[src/inc/cmp_regs_pkg.sv]
// Package with the register map, reset values and command codes of the
// compression coprocessor host register bank.
// Assumes a byte-wide host register interface with a five-bit address.
package cmp_regs_pkg;

    // Register offsets, as seen with the address-swap mode low.
    localparam logic [4:0] OFS_STATUS_LOW      = 5'h00;
    localparam logic [4:0] OFS_STATUS_HIGH     = 5'h01;
    localparam logic [4:0] OFS_IDENT_LOW       = 5'h02;
    localparam logic [4:0] OFS_IDENT_HIGH      = 5'h03;
    localparam logic [4:0] OFS_COUNT_BYTE2     = 5'h04;
    localparam logic [4:0] OFS_COUNT_BYTE3     = 5'h05;
    localparam logic [4:0] OFS_COUNT_BYTE0     = 5'h06;
    localparam logic [4:0] OFS_COUNT_BYTE1     = 5'h07;
    localparam logic [4:0] OFS_GROUP8_LOW      = 5'h08;
    localparam logic [4:0] OFS_GROUP8_HIGH     = 5'h09;
    localparam logic [4:0] OFS_GROUPA_LOW      = 5'h0a;
    localparam logic [4:0] OFS_GROUPA_HIGH     = 5'h0b;
    localparam logic [4:0] OFS_COMMAND_LOW     = 5'h10;
    localparam logic [4:0] OFS_COMMAND_HIGH    = 5'h11;

    // Reset values.
    localparam logic [7:0]  RST_STATUS_LOW     = 8'h00;
    localparam logic [7:0]  RST_STATUS_HIGH    = 8'h0c;
    localparam logic [15:0] RST_CONFIG         = 16'h0000;
    localparam logic [7:0]  RST_PORT_A_POL     = 8'hff;
    localparam logic [7:0]  RST_PORT_B_POL     = 8'hdf;
    localparam logic [31:0] RST_COUNT          = 32'h0000_0000;
    localparam logic [15:0] RST_FIFO_WORD      = 16'h0000;
    localparam logic [7:0]  RST_FIFO_CONTROL   = 8'h00;
    localparam logic [15:0] RST_COMMAND        = 16'h0000;

    // Arbitrary identification values, not those of any real part.
    localparam logic [7:0]  IDENT_LOW_VALUE    = 8'h5a;
    localparam logic [7:0]  IDENT_HIGH_VALUE   = 8'ha5;

    // Command codes held in the high command byte.
    localparam logic [7:0]  CMD_RESET          = 8'h01;
    localparam logic [7:0]  CMD_SELECT_A       = 8'h02;
    localparam logic [7:0]  CMD_SELECT_B       = 8'h03;
    localparam logic [7:0]  CMD_NEW_TRANSFER   = 8'h04;

    // Bank selection following the last command.
    typedef enum logic [1:0] {BANK_STATUS, BANK_PORT_A, BANK_PORT_B} bank_t;

endpackage

[src/verilog/cmp_byte_pair.sv]
// Sixteen-bit register written one byte at a time, updated as a whole.
// Assumes the caller flags a byte write and the byte lane it lands in.
`timescale 1ns/10ps
module cmp_byte_pair
(
    input  wire logic        i_clk,
    input  wire logic        i_rst_n,
    input  wire logic        i_clear,
    input  wire logic [15:0] i_clear_value,
    input  wire logic        i_wr,
    input  wire logic        i_hi,
    input  wire logic [7:0]  i_data,
    output logic      [15:0] o_value
);
    logic [7:0] low_hold_q;
    logic       low_seen_q;
    logic       commit;

    // The word changes only once both halves have come, low byte first.
    assign commit = i_wr && i_hi && low_seen_q;

    // Holding the low byte aside keeps logic from seeing a half-updated word.
    always_ff @(posedge i_clk)
    begin
        if (!i_rst_n || i_clear)
        begin
            o_value    <= i_clear_value;
            low_hold_q <= 8'h00;
            low_seen_q <= 1'b0;
        end
        else if (i_wr && !i_hi)
        begin
            low_hold_q <= i_data;
            low_seen_q <= 1'b1;
        end
        else if (commit)
        begin
            o_value    <= {i_data, low_hold_q};
            low_seen_q <= 1'b0;
        end
    end
endmodule // cmp_byte_pair

[src/verilog/cmp_parity_port.sv]
// One sixteen-bit two-way data port with parity on each byte.
// Assumes the pin side samples inputs already synchronised.
`timescale 1ns/10ps
module cmp_parity_port
(
    input  wire logic        i_clk,
    input  wire logic        i_rst_n,
    input  wire logic [15:0] i_config,
    input  wire logic [7:0]  i_polarity,
    input  wire logic [15:0] i_out_data,
    input  wire logic [15:0] i_pin_data,
    input  wire logic [1:0]  i_pin_parity,
    output logic      [15:0] o_pin_data,
    output logic      [1:0]  o_pin_parity,
    output logic             o_pin_oe,
    output logic             o_parity_error
);
    logic [1:0] gen_parity;
    logic [1:0] chk_parity;
    logic       drive;
    logic       odd;

    // Config bit 0 turns the port into a driver; polarity bit 0 picks odd parity.
    assign drive      = i_config[0];
    assign odd        = i_polarity[0];
    assign gen_parity = {^i_out_data[15:8] ^ odd, ^i_out_data[7:0] ^ odd};
    assign chk_parity = {^i_pin_data[15:8] ^ odd, ^i_pin_data[7:0] ^ odd};

    // Parity is generated when driving and checked when receiving.
    always_ff @(posedge i_clk)
    begin
        if (!i_rst_n)
        begin
            o_pin_data     <= 16'h0000;
            o_pin_parity   <= 2'b00;
            o_pin_oe       <= 1'b0;
            o_parity_error <= 1'b0;
        end
        else
        begin
            o_pin_data     <= i_out_data;
            o_pin_parity   <= gen_parity;
            o_pin_oe       <= drive;
            o_parity_error <= !drive && (chk_parity != i_pin_parity);
        end
    end
endmodule // cmp_parity_port

[src/verilog/cmp_reg_bank.sv]
// Host register bank of the compression coprocessor with its two data ports.
// Assumes host strobes arrive from pins and pass a two-stage synchroniser.
`timescale 1ns/10ps
module cmp_reg_bank
    import cmp_regs_pkg::*;
(
    input  wire logic        I_CLK,
    input  wire logic        I_RST_N,
    input  wire logic [4:0]  I_ADDR,
    input  wire logic [7:0]  I_WDATA,
    input  wire logic        I_WR,
    input  wire logic        I_RD,
    input  wire logic        I_ADDRESS_SWAP_MODE,
    input  wire logic        I_A_XFER,
    input  wire logic        I_B_XFER,
    input  wire logic [15:0] I_A_PIN_DATA,
    input  wire logic [1:0]  I_A_PIN_PARITY,
    input  wire logic [15:0] I_B_PIN_DATA,
    input  wire logic [1:0]  I_B_PIN_PARITY,
    output logic      [7:0]  O_RDATA,
    output logic      [15:0] O_A_PIN_DATA,
    output logic      [1:0]  O_A_PIN_PARITY,
    output logic             O_A_PIN_OE,
    output logic      [15:0] O_B_PIN_DATA,
    output logic      [1:0]  O_B_PIN_PARITY,
    output logic             O_B_PIN_OE,
    output logic      [1:0]  O_PARITY_ERROR
);
    // Pin synchronisers; the first stage feeds only the second.
    logic [1:0] wr_s1_q, rd_s1_q, swap_s1_q, ax_s1_q, bx_s1_q;
    logic [1:0] wr_s2_q, rd_s2_q, swap_s2_q, ax_s2_q, bx_s2_q;
    logic       wr_prev_q;
    logic       rd_prev_q;
    logic [4:0] addr_s1_q, addr_s2_q;
    logic [7:0] wdata_s1_q, wdata_s2_q;
    logic [15:0] a_pin_s1_q, a_pin_s2_q, b_pin_s1_q, b_pin_s2_q;
    logic [1:0]  a_par_s1_q, a_par_s2_q, b_par_s1_q, b_par_s2_q;

    always_ff @(posedge I_CLK)
    begin
        if (!I_RST_N)
        begin
            wr_s1_q <= 2'b00; wr_s2_q <= 2'b00; rd_s1_q <= 2'b00; rd_s2_q <= 2'b00;
            swap_s1_q <= 2'b00; swap_s2_q <= 2'b00;
            ax_s1_q <= 2'b00; ax_s2_q <= 2'b00; bx_s1_q <= 2'b00; bx_s2_q <= 2'b00;
            addr_s1_q <= 5'h00; addr_s2_q <= 5'h00;
            wdata_s1_q <= 8'h00; wdata_s2_q <= 8'h00;
            a_pin_s1_q <= 16'h0000; a_pin_s2_q <= 16'h0000;
            b_pin_s1_q <= 16'h0000; b_pin_s2_q <= 16'h0000;
            a_par_s1_q <= 2'b00; a_par_s2_q <= 2'b00;
            b_par_s1_q <= 2'b00; b_par_s2_q <= 2'b00;
            wr_prev_q <= 1'b0; rd_prev_q <= 1'b0;
        end
        else
        begin
            wr_s1_q <= {1'b0, I_WR}; wr_s2_q <= wr_s1_q;
            rd_s1_q <= {1'b0, I_RD}; rd_s2_q <= rd_s1_q;
            swap_s1_q <= {1'b0, I_ADDRESS_SWAP_MODE}; swap_s2_q <= swap_s1_q;
            ax_s1_q <= {1'b0, I_A_XFER}; ax_s2_q <= ax_s1_q;
            bx_s1_q <= {1'b0, I_B_XFER}; bx_s2_q <= bx_s1_q;
            addr_s1_q <= I_ADDR; addr_s2_q <= addr_s1_q;
            wdata_s1_q <= I_WDATA; wdata_s2_q <= wdata_s1_q;
            a_pin_s1_q <= I_A_PIN_DATA; a_pin_s2_q <= a_pin_s1_q;
            b_pin_s1_q <= I_B_PIN_DATA; b_pin_s2_q <= b_pin_s1_q;
            a_par_s1_q <= I_A_PIN_PARITY; a_par_s2_q <= a_par_s1_q;
            b_par_s1_q <= I_B_PIN_PARITY; b_par_s2_q <= b_par_s1_q;
            wr_prev_q <= wr_s2_q[0];
            rd_prev_q <= rd_s2_q[0];
        end
    end

    // Decode: a write acts once, on the rising edge of the strobe.
    logic       wr_pulse;
    logic [4:0] eff_addr;
    logic       hi_byte;
    logic [4:0] word_addr;
    assign wr_pulse  = wr_s2_q[0] && !wr_prev_q;
    assign eff_addr  = {addr_s2_q[4:1], addr_s2_q[0] ^ swap_s2_q[0]};
    assign hi_byte   = eff_addr[0];
    assign word_addr = {eff_addr[4:1], 1'b0};

    // Command register and bank selection.
    logic [15:0] command_register;
    logic        cmd_commit;
    logic        cmd_reset;
    logic        cmd_new;
    logic        soft_clear;
    logic        wr_cmd;
    bank_t       bank_q;
    logic        cmd_lo_seen_q;

    assign wr_cmd     = wr_pulse && (word_addr == OFS_COMMAND_LOW);
    // The command acts when its high byte lands after the low one.
    assign cmd_commit = wr_cmd && hi_byte && cmd_lo_seen_q;
    assign cmd_reset  = cmd_commit && (wdata_s2_q == CMD_RESET);
    assign cmd_new    = cmd_commit && (wdata_s2_q == CMD_NEW_TRANSFER);
    assign soft_clear = cmd_reset || cmd_new;

    always_ff @(posedge I_CLK)
    begin
        if (!I_RST_N)
        begin
            bank_q        <= BANK_STATUS;
            cmd_lo_seen_q <= 1'b0;
        end
        else
        begin
            if (wr_cmd)
                cmd_lo_seen_q <= !hi_byte;
            if (cmd_commit)
            begin
                // Any non-selection command returns the shared addresses to status.
                unique case (wdata_s2_q)
                    CMD_SELECT_A: bank_q <= BANK_PORT_A;
                    CMD_SELECT_B: bank_q <= BANK_PORT_B;
                    default:      bank_q <= BANK_STATUS;
                endcase
            end
        end
    end

    cmp_byte_pair u_command
    (
        .i_clk         (I_CLK),
        .i_rst_n       (I_RST_N),
        .i_clear       (1'b0),
        .i_clear_value (RST_COMMAND),
        .i_wr          (wr_cmd),
        .i_hi          (hi_byte),
        .i_data        (wdata_s2_q),
        .o_value       (command_register)
    );

    // Bank-qualified write strobes.
    logic in_a, in_b;
    logic wr_cfg_a, wr_cfg_b, wr_pol_a, wr_pol_b;
    logic wr_rec, wr_cmp, wr_fifo, wr_fctl;
    assign in_a     = bank_q == BANK_PORT_A;
    assign in_b     = bank_q == BANK_PORT_B;
    assign wr_cfg_a = wr_pulse && in_a && (word_addr == OFS_STATUS_LOW);
    assign wr_cfg_b = wr_pulse && in_b && (word_addr == OFS_STATUS_LOW);
    // Polarity is one byte; the odd address beside it is reserved.
    assign wr_pol_a = wr_pulse && in_a && (eff_addr == OFS_IDENT_LOW);
    assign wr_pol_b = wr_pulse && in_b && (eff_addr == OFS_IDENT_LOW);
    assign wr_rec   = wr_pulse && in_a && (word_addr[4:2] == OFS_COUNT_BYTE2[4:2]);
    assign wr_cmp   = wr_pulse && in_b && (word_addr[4:2] == OFS_COUNT_BYTE2[4:2]);
    assign wr_fifo  = wr_pulse && in_a && (word_addr == OFS_GROUP8_LOW);
    assign wr_fctl  = wr_pulse && in_a && (eff_addr == OFS_GROUPA_LOW);

    // Configuration words: hardware reset only, kept over soft clears.
    logic [15:0] port_a_config, port_b_config;
    cmp_byte_pair u_cfg_a
    (
        .i_clk (I_CLK), .i_rst_n (I_RST_N), .i_clear (1'b0),
        .i_clear_value (RST_CONFIG), .i_wr (wr_cfg_a), .i_hi (hi_byte),
        .i_data (wdata_s2_q), .o_value (port_a_config)
    );
    cmp_byte_pair u_cfg_b
    (
        .i_clk (I_CLK), .i_rst_n (I_RST_N), .i_clear (1'b0),
        .i_clear_value (RST_CONFIG), .i_wr (wr_cfg_b), .i_hi (hi_byte),
        .i_data (wdata_s2_q), .o_value (port_b_config)
    );

    // FIFO data word, cleared by every reset type.
    logic [15:0] port_a_fifo_word;
    cmp_byte_pair u_fifo
    (
        .i_clk (I_CLK), .i_rst_n (I_RST_N), .i_clear (soft_clear),
        .i_clear_value (RST_FIFO_WORD), .i_wr (wr_fifo), .i_hi (hi_byte),
        .i_data (wdata_s2_q), .o_value (port_a_fifo_word)
    );

    // Byte registers and counters.
    logic [7:0]  port_a_polarity_q, port_b_polarity_q, port_a_fifo_control_q;
    logic [31:0] port_a_count_q, port_b_count_q, records_q, port_b_compare_q;
    logic [1:0]  lane;
    assign lane = eff_addr[1:0] ^ 2'b10; // Byte 2 sits at offset 4, byte 0 at 6.

    always_ff @(posedge I_CLK)
    begin
        if (!I_RST_N)
        begin
            port_a_polarity_q     <= RST_PORT_A_POL;
            port_b_polarity_q     <= RST_PORT_B_POL;
            port_a_fifo_control_q <= RST_FIFO_CONTROL;
            port_a_count_q        <= RST_COUNT;
            port_b_count_q        <= RST_COUNT;
            records_q             <= RST_COUNT;
            port_b_compare_q      <= RST_COUNT;
        end
        else if (soft_clear)
        begin
            // Polarity survives soft clears like the configuration words.
            port_a_fifo_control_q <= RST_FIFO_CONTROL;
            port_a_count_q        <= RST_COUNT;
            port_b_count_q        <= RST_COUNT;
            records_q             <= RST_COUNT;
            port_b_compare_q      <= RST_COUNT;
        end
        else
        begin
            if (wr_pol_a) port_a_polarity_q <= wdata_s2_q;
            if (wr_pol_b) port_b_polarity_q <= wdata_s2_q;
            if (wr_fctl)  port_a_fifo_control_q <= wdata_s2_q;
            if (wr_rec)   records_q[lane*8 +: 8] <= wdata_s2_q;
            if (wr_cmp)   port_b_compare_q[lane*8 +: 8] <= wdata_s2_q;
            if (ax_s2_q[0]) port_a_count_q <= port_a_count_q + 32'h0000_0002;
            if (bx_s2_q[0]) port_b_count_q <= port_b_count_q + 32'h0000_0002;
        end
    end

    // Read mux; anything not decoded reads zero.
    logic [7:0] rd_byte;
    always_comb
    begin
        rd_byte = 8'h00;
        unique case (bank_q)
            BANK_STATUS:
            begin
                if (eff_addr == OFS_STATUS_HIGH) rd_byte = RST_STATUS_HIGH;
                if (eff_addr == OFS_IDENT_LOW)   rd_byte = IDENT_LOW_VALUE;
                if (eff_addr == OFS_IDENT_HIGH)  rd_byte = IDENT_HIGH_VALUE;
                if (word_addr[4:2] == OFS_COUNT_BYTE2[4:2])
                    rd_byte = port_a_count_q[lane*8 +: 8];
                if (word_addr[4:2] == OFS_GROUP8_LOW[4:2])
                    rd_byte = port_b_count_q[lane*8 +: 8];
            end
            BANK_PORT_A:
            begin
                if (word_addr == OFS_STATUS_LOW) rd_byte = port_a_config[hi_byte*8 +: 8];
                if (eff_addr == OFS_IDENT_LOW)   rd_byte = port_a_polarity_q;
                if (word_addr[4:2] == OFS_COUNT_BYTE2[4:2]) rd_byte = records_q[lane*8 +: 8];
                if (word_addr == OFS_GROUP8_LOW) rd_byte = port_a_fifo_word[hi_byte*8 +: 8];
                if (eff_addr == OFS_GROUPA_LOW)  rd_byte = port_a_fifo_control_q;
            end
            BANK_PORT_B:
            begin
                if (word_addr == OFS_STATUS_LOW) rd_byte = port_b_config[hi_byte*8 +: 8];
                if (eff_addr == OFS_IDENT_LOW)   rd_byte = port_b_polarity_q;
                if (word_addr[4:2] == OFS_COUNT_BYTE2[4:2])
                    rd_byte = port_b_compare_q[lane*8 +: 8];
            end
        endcase
        if (word_addr == OFS_COMMAND_LOW) rd_byte = command_register[hi_byte*8 +: 8];
    end

    // Read data is registered so the output comes straight from a flop.
    always_ff @(posedge I_CLK)
    begin
        if (!I_RST_N)
            O_RDATA <= 8'h00;
        else if (rd_s2_q[0] && !rd_prev_q)
            O_RDATA <= rd_byte;
    end

    // The two data ports, fed back with the FIFO word as drive data.
    cmp_parity_port u_port_a
    (
        .i_clk (I_CLK), .i_rst_n (I_RST_N), .i_config (port_a_config),
        .i_polarity (port_a_polarity_q), .i_out_data (port_a_fifo_word),
        .i_pin_data (a_pin_s2_q), .i_pin_parity (a_par_s2_q),
        .o_pin_data (O_A_PIN_DATA), .o_pin_parity (O_A_PIN_PARITY),
        .o_pin_oe (O_A_PIN_OE), .o_parity_error (O_PARITY_ERROR[0])
    );
    cmp_parity_port u_port_b
    (
        .i_clk (I_CLK), .i_rst_n (I_RST_N), .i_config (port_b_config),
        .i_polarity (port_b_polarity_q), .i_out_data (port_a_fifo_word),
        .i_pin_data (b_pin_s2_q), .i_pin_parity (b_par_s2_q),
        .o_pin_data (O_B_PIN_DATA), .o_pin_parity (O_B_PIN_PARITY),
        .o_pin_oe (O_B_PIN_OE), .o_parity_error (O_PARITY_ERROR[1])
    );
endmodule // cmp_reg_bank

[config.mk]
export PLATFORM = sky130hd
export DESIGN_NAME = cmp_reg_bank
export DESIGN_NICKNAME = d
export VERILOG_FILES = /design/src/inc/cmp_regs_pkg.sv /design/src/verilog/cmp_byte_pair.sv /design/src/verilog/cmp_parity_port.sv /design/src/verilog/cmp_reg_bank.sv
export SDC_FILE = /design/constraint.sdc
export NUM_CORES = 1
export LEC_CHECK = 0
export ABC_AREA = 1
export ABC_CLOCK_PERIOD_IN_PS = 2600
export CAP_MARGIN = 20
export CORE_MARGIN = 2
export CORE_UTILIZATION = 58
export CTS_CLUSTER_DIAMETER = 100
export DETAILED_ROUTE_END_ITERATION = 8
export DONT_BUFFER_PORTS = 1
export GPL_TIMING_DRIVEN = 0
export PLACE_DENSITY_LB_ADDON = 0.05
export SYNTH_ARGS = -nofsm -noshare
export SYNTH_HDL_FRONTEND = slang
export SYNTH_HIERARCHICAL = 1
export SYNTH_SLANG_ARGS = --single-unit
[constraint.sdc]
create_clock -name I_CLK -period 2.6 [get_ports I_CLK]
set_input_delay 0.52 -clock I_CLK [delete_from_list [all_inputs] [get_ports I_CLK]]
set_output_delay 0.52 -clock I_CLK [all_outputs]
set_load 0.05 [all_outputs]
### After elaboration in Yosys (flattened, before gate mapping)

Cells that the tools add are included.

* word-level logic and storage cells: 181
* register bits after elaboration: 397
* bits of input ports: 56
* output and inout port bits: 48

* shift operators: 10
* add/sub/neg operators: 3
* reductions and logical operators: 57
* equality and inequality tests: 16
* bitwise operators: 16
* muxes and demuxes: 26

Operators with widths (count)
* 32-bit by 6-bit variable part select with 8-bit output: 4
* 8-bit two-way mux: 13
* 32-bit by 2-bit adder with 32-bit output (second input constant): 2
* 32-bit bitwise mux: 2
* 16-bit by 5-bit variable part select with 8-bit output: 4
* 8-bit parity: 6
* 5-bit negator with 34-bit output: 1
* 8-bit by 34-bit variable shift with 32-bit output (first input constant): 1
* 8-bit by 34-bit variable part select with 32-bit output: 1
* 1-bit logical AND: 30
* 8-bit one-hot mux with 3 select lines: 1
* 8-bit by 2-bit equality test with 1-bit output (second input constant): 2
* 2-bit AND reduction: 6
* 5-bit by 2-bit equality test with 1-bit output (second input constant): 2
* 1-bit XOR: 9
* 8-bit by 1-bit equality test with 1-bit output (second input constant): 1
* 8-bit by 3-bit equality test with 1-bit output (second input constant): 1
* 1-bit two-way mux: 8
* 2-bit nonzero test: 4
* 1-bit NOT: 7
* 1-bit logical NOT: 6
* 5-bit by 1-bit equality test with 1-bit output (second input constant): 1
* 5-bit by 4-bit equality test with 1-bit output (second input constant): 1
* 5-bit logical NOT: 1
* other kinds (12): 14

### Longest topological paths before layout

* depth after elaboration: 9
* depth in mapped cells: 17
* gate-level depth less buffers: 15

### Modules after synthesis

The synthesis kept the hierarchy.

Modules (own cells, without submodules)
* cmp_reg_bank: seq. area each 5425.2 um^2, cells each 1839, times used 1, area an instance 12524.5 um^2
* cmp_byte_pair: seq. area each 660.6 um^2, cells each 121, times used 4, area an instance 1094.8 um^2
* cmp_parity_port: seq. area each 400.4 um^2, cells each 161, times used 2, area an instance 1039.7 um^2

### Worst setup path before layout

Ideal clock, no wire load.

* path kind: register to register
* from: register swap_s2_q[0]
* to: register port_b_compare_q[10]
* stages on the path, launching flop included: 14
* required time: 2530 ps
* setup slack: 169 ps
* period minus slack after synthesis: 2431 ps
* setup time: 70 ps
* arrival: 2362 ps
* buffers on the path: 5
* path through: dfxtp_1 inv_1 nand2_1 nand2_1 buf_2 buf_2 buf_2 ha_1 clkbuf_1 inv_1 clkbuf_1 nor3_1 nand2_1 a21oi_1

* longest elaborated chain between the ends: 6
* elaborated cells on any way between the ends: 11
* those cells by class: add/sub: 1; shift: 2; mux: 1; bitwise: 1; reduce/logical: 6

RTL lines
* start, declared: RTL line cmp_reg_bank.sv:31 `logic [1:0] wr_s2_q, rd_s2_q, swap_s2_q, ax_s2_q, bx_s2_q;`
* start signal, assigned: RTL line cmp_reg_bank.sv:58 `swap_s1_q <= {1'b0, I_ADDRESS_SWAP_MODE}; swap_s2_q <= swap_s1_q;`
* 1-bit XOR (*): RTL line cmp_reg_bank.sv:78 `assign eff_addr = {addr_s2_q[4:1], addr_s2_q[0] ^ swap_s2_q[0]};`
* parallel branches: the longest is 5 deep, another holds 5-bit negator with 34-bit output
* end signal, assigned by index: RTL line cmp_reg_bank.sv:207 `if (wr_cmp) port_b_compare_q[lane*8 +: 8] <= wdata_s2_q;`
* end, declared: RTL line cmp_reg_bank.sv:176 `logic [31:0] port_a_count_q, port_b_count_q, records_q, port_b_compare_q;`

Mark *: on every way between the ends.
A chain may end at the register's enable or synchronous reset.

### Worst setup path in the final report

* from: register wdata_s2_q[7]
* to: register u_fifo.o_value[11] (enable)

* longest elaborated chain between the ends: 4
* elaborated cells on any way between the ends: 6
* those cells by class: eq/ne: 2; reduce/logical: 4

RTL lines
* start, declared: RTL line cmp_reg_bank.sv:35 `logic [7:0] wdata_s1_q, wdata_s2_q;`
* start signal, assigned: RTL line cmp_reg_bank.sv:47 `wdata_s1_q <= 8'h00; wdata_s2_q <= 8'h00;`
* start signal, assigned: RTL line cmp_reg_bank.sv:62 `wdata_s1_q <= I_WDATA; wdata_s2_q <= wdata_s1_q;`
* 8-bit by 1-bit equality test with 1-bit output / 8-bit by 3-bit equality test with 1-bit output (equally long branches): RTL line cmp_reg_bank.sv:95, cmp_reg_bank.sv:96
* 1-bit logical AND (on tied branches): RTL line cmp_reg_bank.sv:95, cmp_reg_bank.sv:96
* 1-bit logical OR (*): RTL line cmp_reg_bank.sv:97 `assign soft_clear = cmd_reset || cmd_new;`
* net soft_clear: RTL line cmp_reg_bank.sv:87 `logic soft_clear;`
* 1-bit logical OR (*): RTL line cmp_byte_pair.sv:25 `if (!i_rst_n || i_clear)`
* end signal, assigned: RTL line cmp_byte_pair.sv:27 `o_value <= i_clear_value;`
* end signal, assigned: RTL line cmp_byte_pair.sv:38 `o_value <= {i_data, low_hold_q};`
* end, declared: RTL line cmp_byte_pair.sv:13 `output logic [15:0] o_value`

Mark *: on every way through the listed nets, which the timed path passes. The rest lies on a longest branch.

==> results_dict.tcl <==
set metrics [dict create \
    dr.first_iter.drc_count 1648 \
    grt_pass1_vias 15700 \
    synth.top_cells.by_area "dfxtp_1 37%, nand2_1 17%, edfxtp_1 10%" \
    grt_max_degree 21 \
    slew_violations 0 \
    die_x_um 185 \
    area_growth_pct 13.7 \
    p_int_uw 11200 \
    finalHoldViolCount 0 \
    crit_top_cell "inv_1" \
    diodes 0 \
    grt_pass1_wl_um 84300 \
    core-area_um2 32400 \
    layout_worst_path_cycle_share 0.995 \
    synth_async_sr_flop_share 0 \
    cp_slowest_cell "dfxtp_1" \
    ys_ff_latch 411 \
    hold_buffers 0 \
    drc 0 \
    grt_use_total 0.319 \
    p_per_area_nw_per_um2 693 \
    synth_cell_type_count 43 \
    post_drt_via_cell_ratio 5.21 \
    cap_viol_max_count 0 \
    crit_type "reg2reg" \
    cp_max_fo 16 \
    final_area_um2 21600 \
    fin_worst_skew_ns 0.0123 \
    syn_area_per_cell_um2 7.18 \
    synth-edff-count 64 \
    yosys_warnings 6 \
    max_slew.worst_pin.slew_ns 0.949 \
    cts_root_buf "clkbuf_16" \
    synth_top_area_frac 0.366 \
    crit_arrival_ns 2.89 \
    critPathLaunchType "flop" \
    initial_core_util 0.586 \
    min_period_ns 2.59 \
    place_area_um2 19800 \
    status "finished, final reports clean" \
    swShare 0.253 \
    synth-seq-area-share 0.467 \
    ys.flop_type "dfxtp_1" \
    num_rows 66 \
    vias 16900 \
    power_frac_comb 0.079 \
    fin_nets 2826 \
    place_hpwl_um 39600 \
    clk_latency_ns 0.57 \
    synth_top_area_cell "dfxtp_1" \
    fmax_ghz 0.386 \
    leakagePower_uw 0.00986 \
    clkPwrFrac 0.454 \
    power_frac_seq 0.467 \
    die_y_um 185 \
    tns_ns 0 \
    drive_gt1_frac 0.0869 \
    cp_cell_sequence "inv_1, nand4_1, nor3_1, nand2_2, inv_1, inv_2, nand2_4, inv_6, buf_8, nand2_8" \
    ant_nets 0 \
    htree_levels 2 \
    ir_worst_vdd_mv 0.617 \
    cts.clk_slew.worst_paths_ns 0.06 \
    grt_setup_unrepaired "yes" \
    tritoncts "built" \
    crit_required_ns 2.90 \
    antenna_found_initial 0 \
    hold_class "in2reg" \
    setup_violations 0 \
    worst_path_largest_cell_delay_ns 0.94 \
    io_pins 104 \
    clockBufferDepth 3 \
    syn_area_um2 19000 \
    fp.dieArea_um2 34200 \
    most-common-layout-cells "853 x nand2_1, 383 x inv_1, 344 x dfxtp_1, 219 x nand3_1, 169 x nor2_1" \
    netlist_instances 2645 \
    gp_congestion 0.997 \
    gr-total-overflow 0 \
    cp-end-kind "flop" \
    firstDrtPassIters 6 \
    clkSinkCount 411 \
    drt_wl_total_um 54300 \
    final_common_cell "nand2_1" \
    slew_headroom 0.367 \
    power_switching_uw 3780 \
    portBuffers 0 \
    routedWlPerCell_um 16.8 \
    cts_buffers 44 \
]
[state kept, by name, summed over array words and instances, names as in the netlist, 16 cells and up]
name,flops
port_b_compare_q,32
u_cfg_a/o_value,16
b_pin_s1_q,16
u_command/o_value,16
u_cfg_b/o_value,16
records_q,32
a_pin_s2_q,16
port_a_count_q,31
port_b_count_q,31
a_pin_s1_q,16
u_port_b/o_pin_data,16
u_fifo/o_value,16
u_port_a/o_pin_data,16
b_pin_s2_q,16
[worst paths after layout]
| kind | start | end | slack [ns] | depth (start not counted) |
|---|---|---|---|---|
| worst min register to register | addr_s1_q[1] | addr_s2_q[1] | 0.41 | 2 |
| worst min-delay path | I_WDATA[1] | wdata_s1_q[1] | 0.05 | 2 |
| worst max register to register | wdata_s2_q[7] | u_fifo/o_value[11] | 0.01 | 10 |
| worst max-delay path | wdata_s2_q[7] | u_fifo/o_value[11] | 0.01 | 10 |
[cells by family after synthesis]
| group | share of synthesized area |
|---|---|
| other | 0.000198 |
| DFF | 0.467 |
| AOI/OAI and AO/OA | 0.0734 |
| and+or+nand+nor | 0.317 |
| adders and majority gates | 0.00461 |
| xor gates and xnor gates | 0.0245 |
| buffers and inverters | 0.113 |
[layer usage]
metal,share of wire,track usage,wire length [µm]
met5,0,0,0
met4,0.049,0.147,2690
met3,0.075,0.0480,4060
met2,0.45,0.518,24400
met1,0.43,0.421,23100
[critical path: cells and delay by family (launching register included)]
family,cells,cell delay (ns)
simple gates,5,0.63
buf+inv,5,0.72
flops,1,0.94
[cells in the mapped netlist, types with 13 or more instances]
library cell    n
inv_1         384
dfxtp_1       347
nor3_1         45
nand2_2        14
nand2_1       861
a21oi_1       134
nor2_1        174
o21ai_0        70
xor2_1         28
nand3b_1       13
o211ai_1       33
inv_2          18
buf_6          18
clkbuf_1       46
edfxtp_1       64
xnor2_1        25
nand4_1        33
nand3_1       219
buf_2          29
[per-stage QoR]
step                std cells  setup WS (ns)  hold WS, ns  power, µW   util
finish                   3239         0.0117       0.0458      15000  0.667
global route             3239        -0.0382       0.0411      15400  0.667
CTS                      3232       -0.00394       0.0253      15000  0.663
detailed placement       3153          -1.07        0.397       8240  0.611
global placement         3153          -1.02        0.394       8210  0.611
floorplan                2711          0.169        0.390       7860      -
[what timing repair did]
| action | in CTS | in global routing |
|---|---|---|
| setup buffers | 2 | 7 |
| gates resized for setup | 29 | 28 |
| setup endpoints to repair | 155 | 111 |
| pin swaps | 2 | 5 |
[power by group through the flow]
stage	registers [µW]	logic [µW]	clock network (µW)
floorplan	7060	801	0
finish	6990	1190	6780
CTS	6980	1140	6870
global placement	7120	1090	0
global route	7000	1310	7120
detailed placement	7120	1120	0
[layout make-up]
class	instances	area (µm²)
Multi-Input combinational cell	1792	8350
Timing Repair Buffer	9	67.6
Tap cell	442	553
Clock buffer	54	1210
Inverter	407	1550
Sequential cell	411	8870
Buffer	98	626
Clock inverter	26	364
Fill cell	2969	10800
Note: power is estimated with default switching activity, not from simulation.
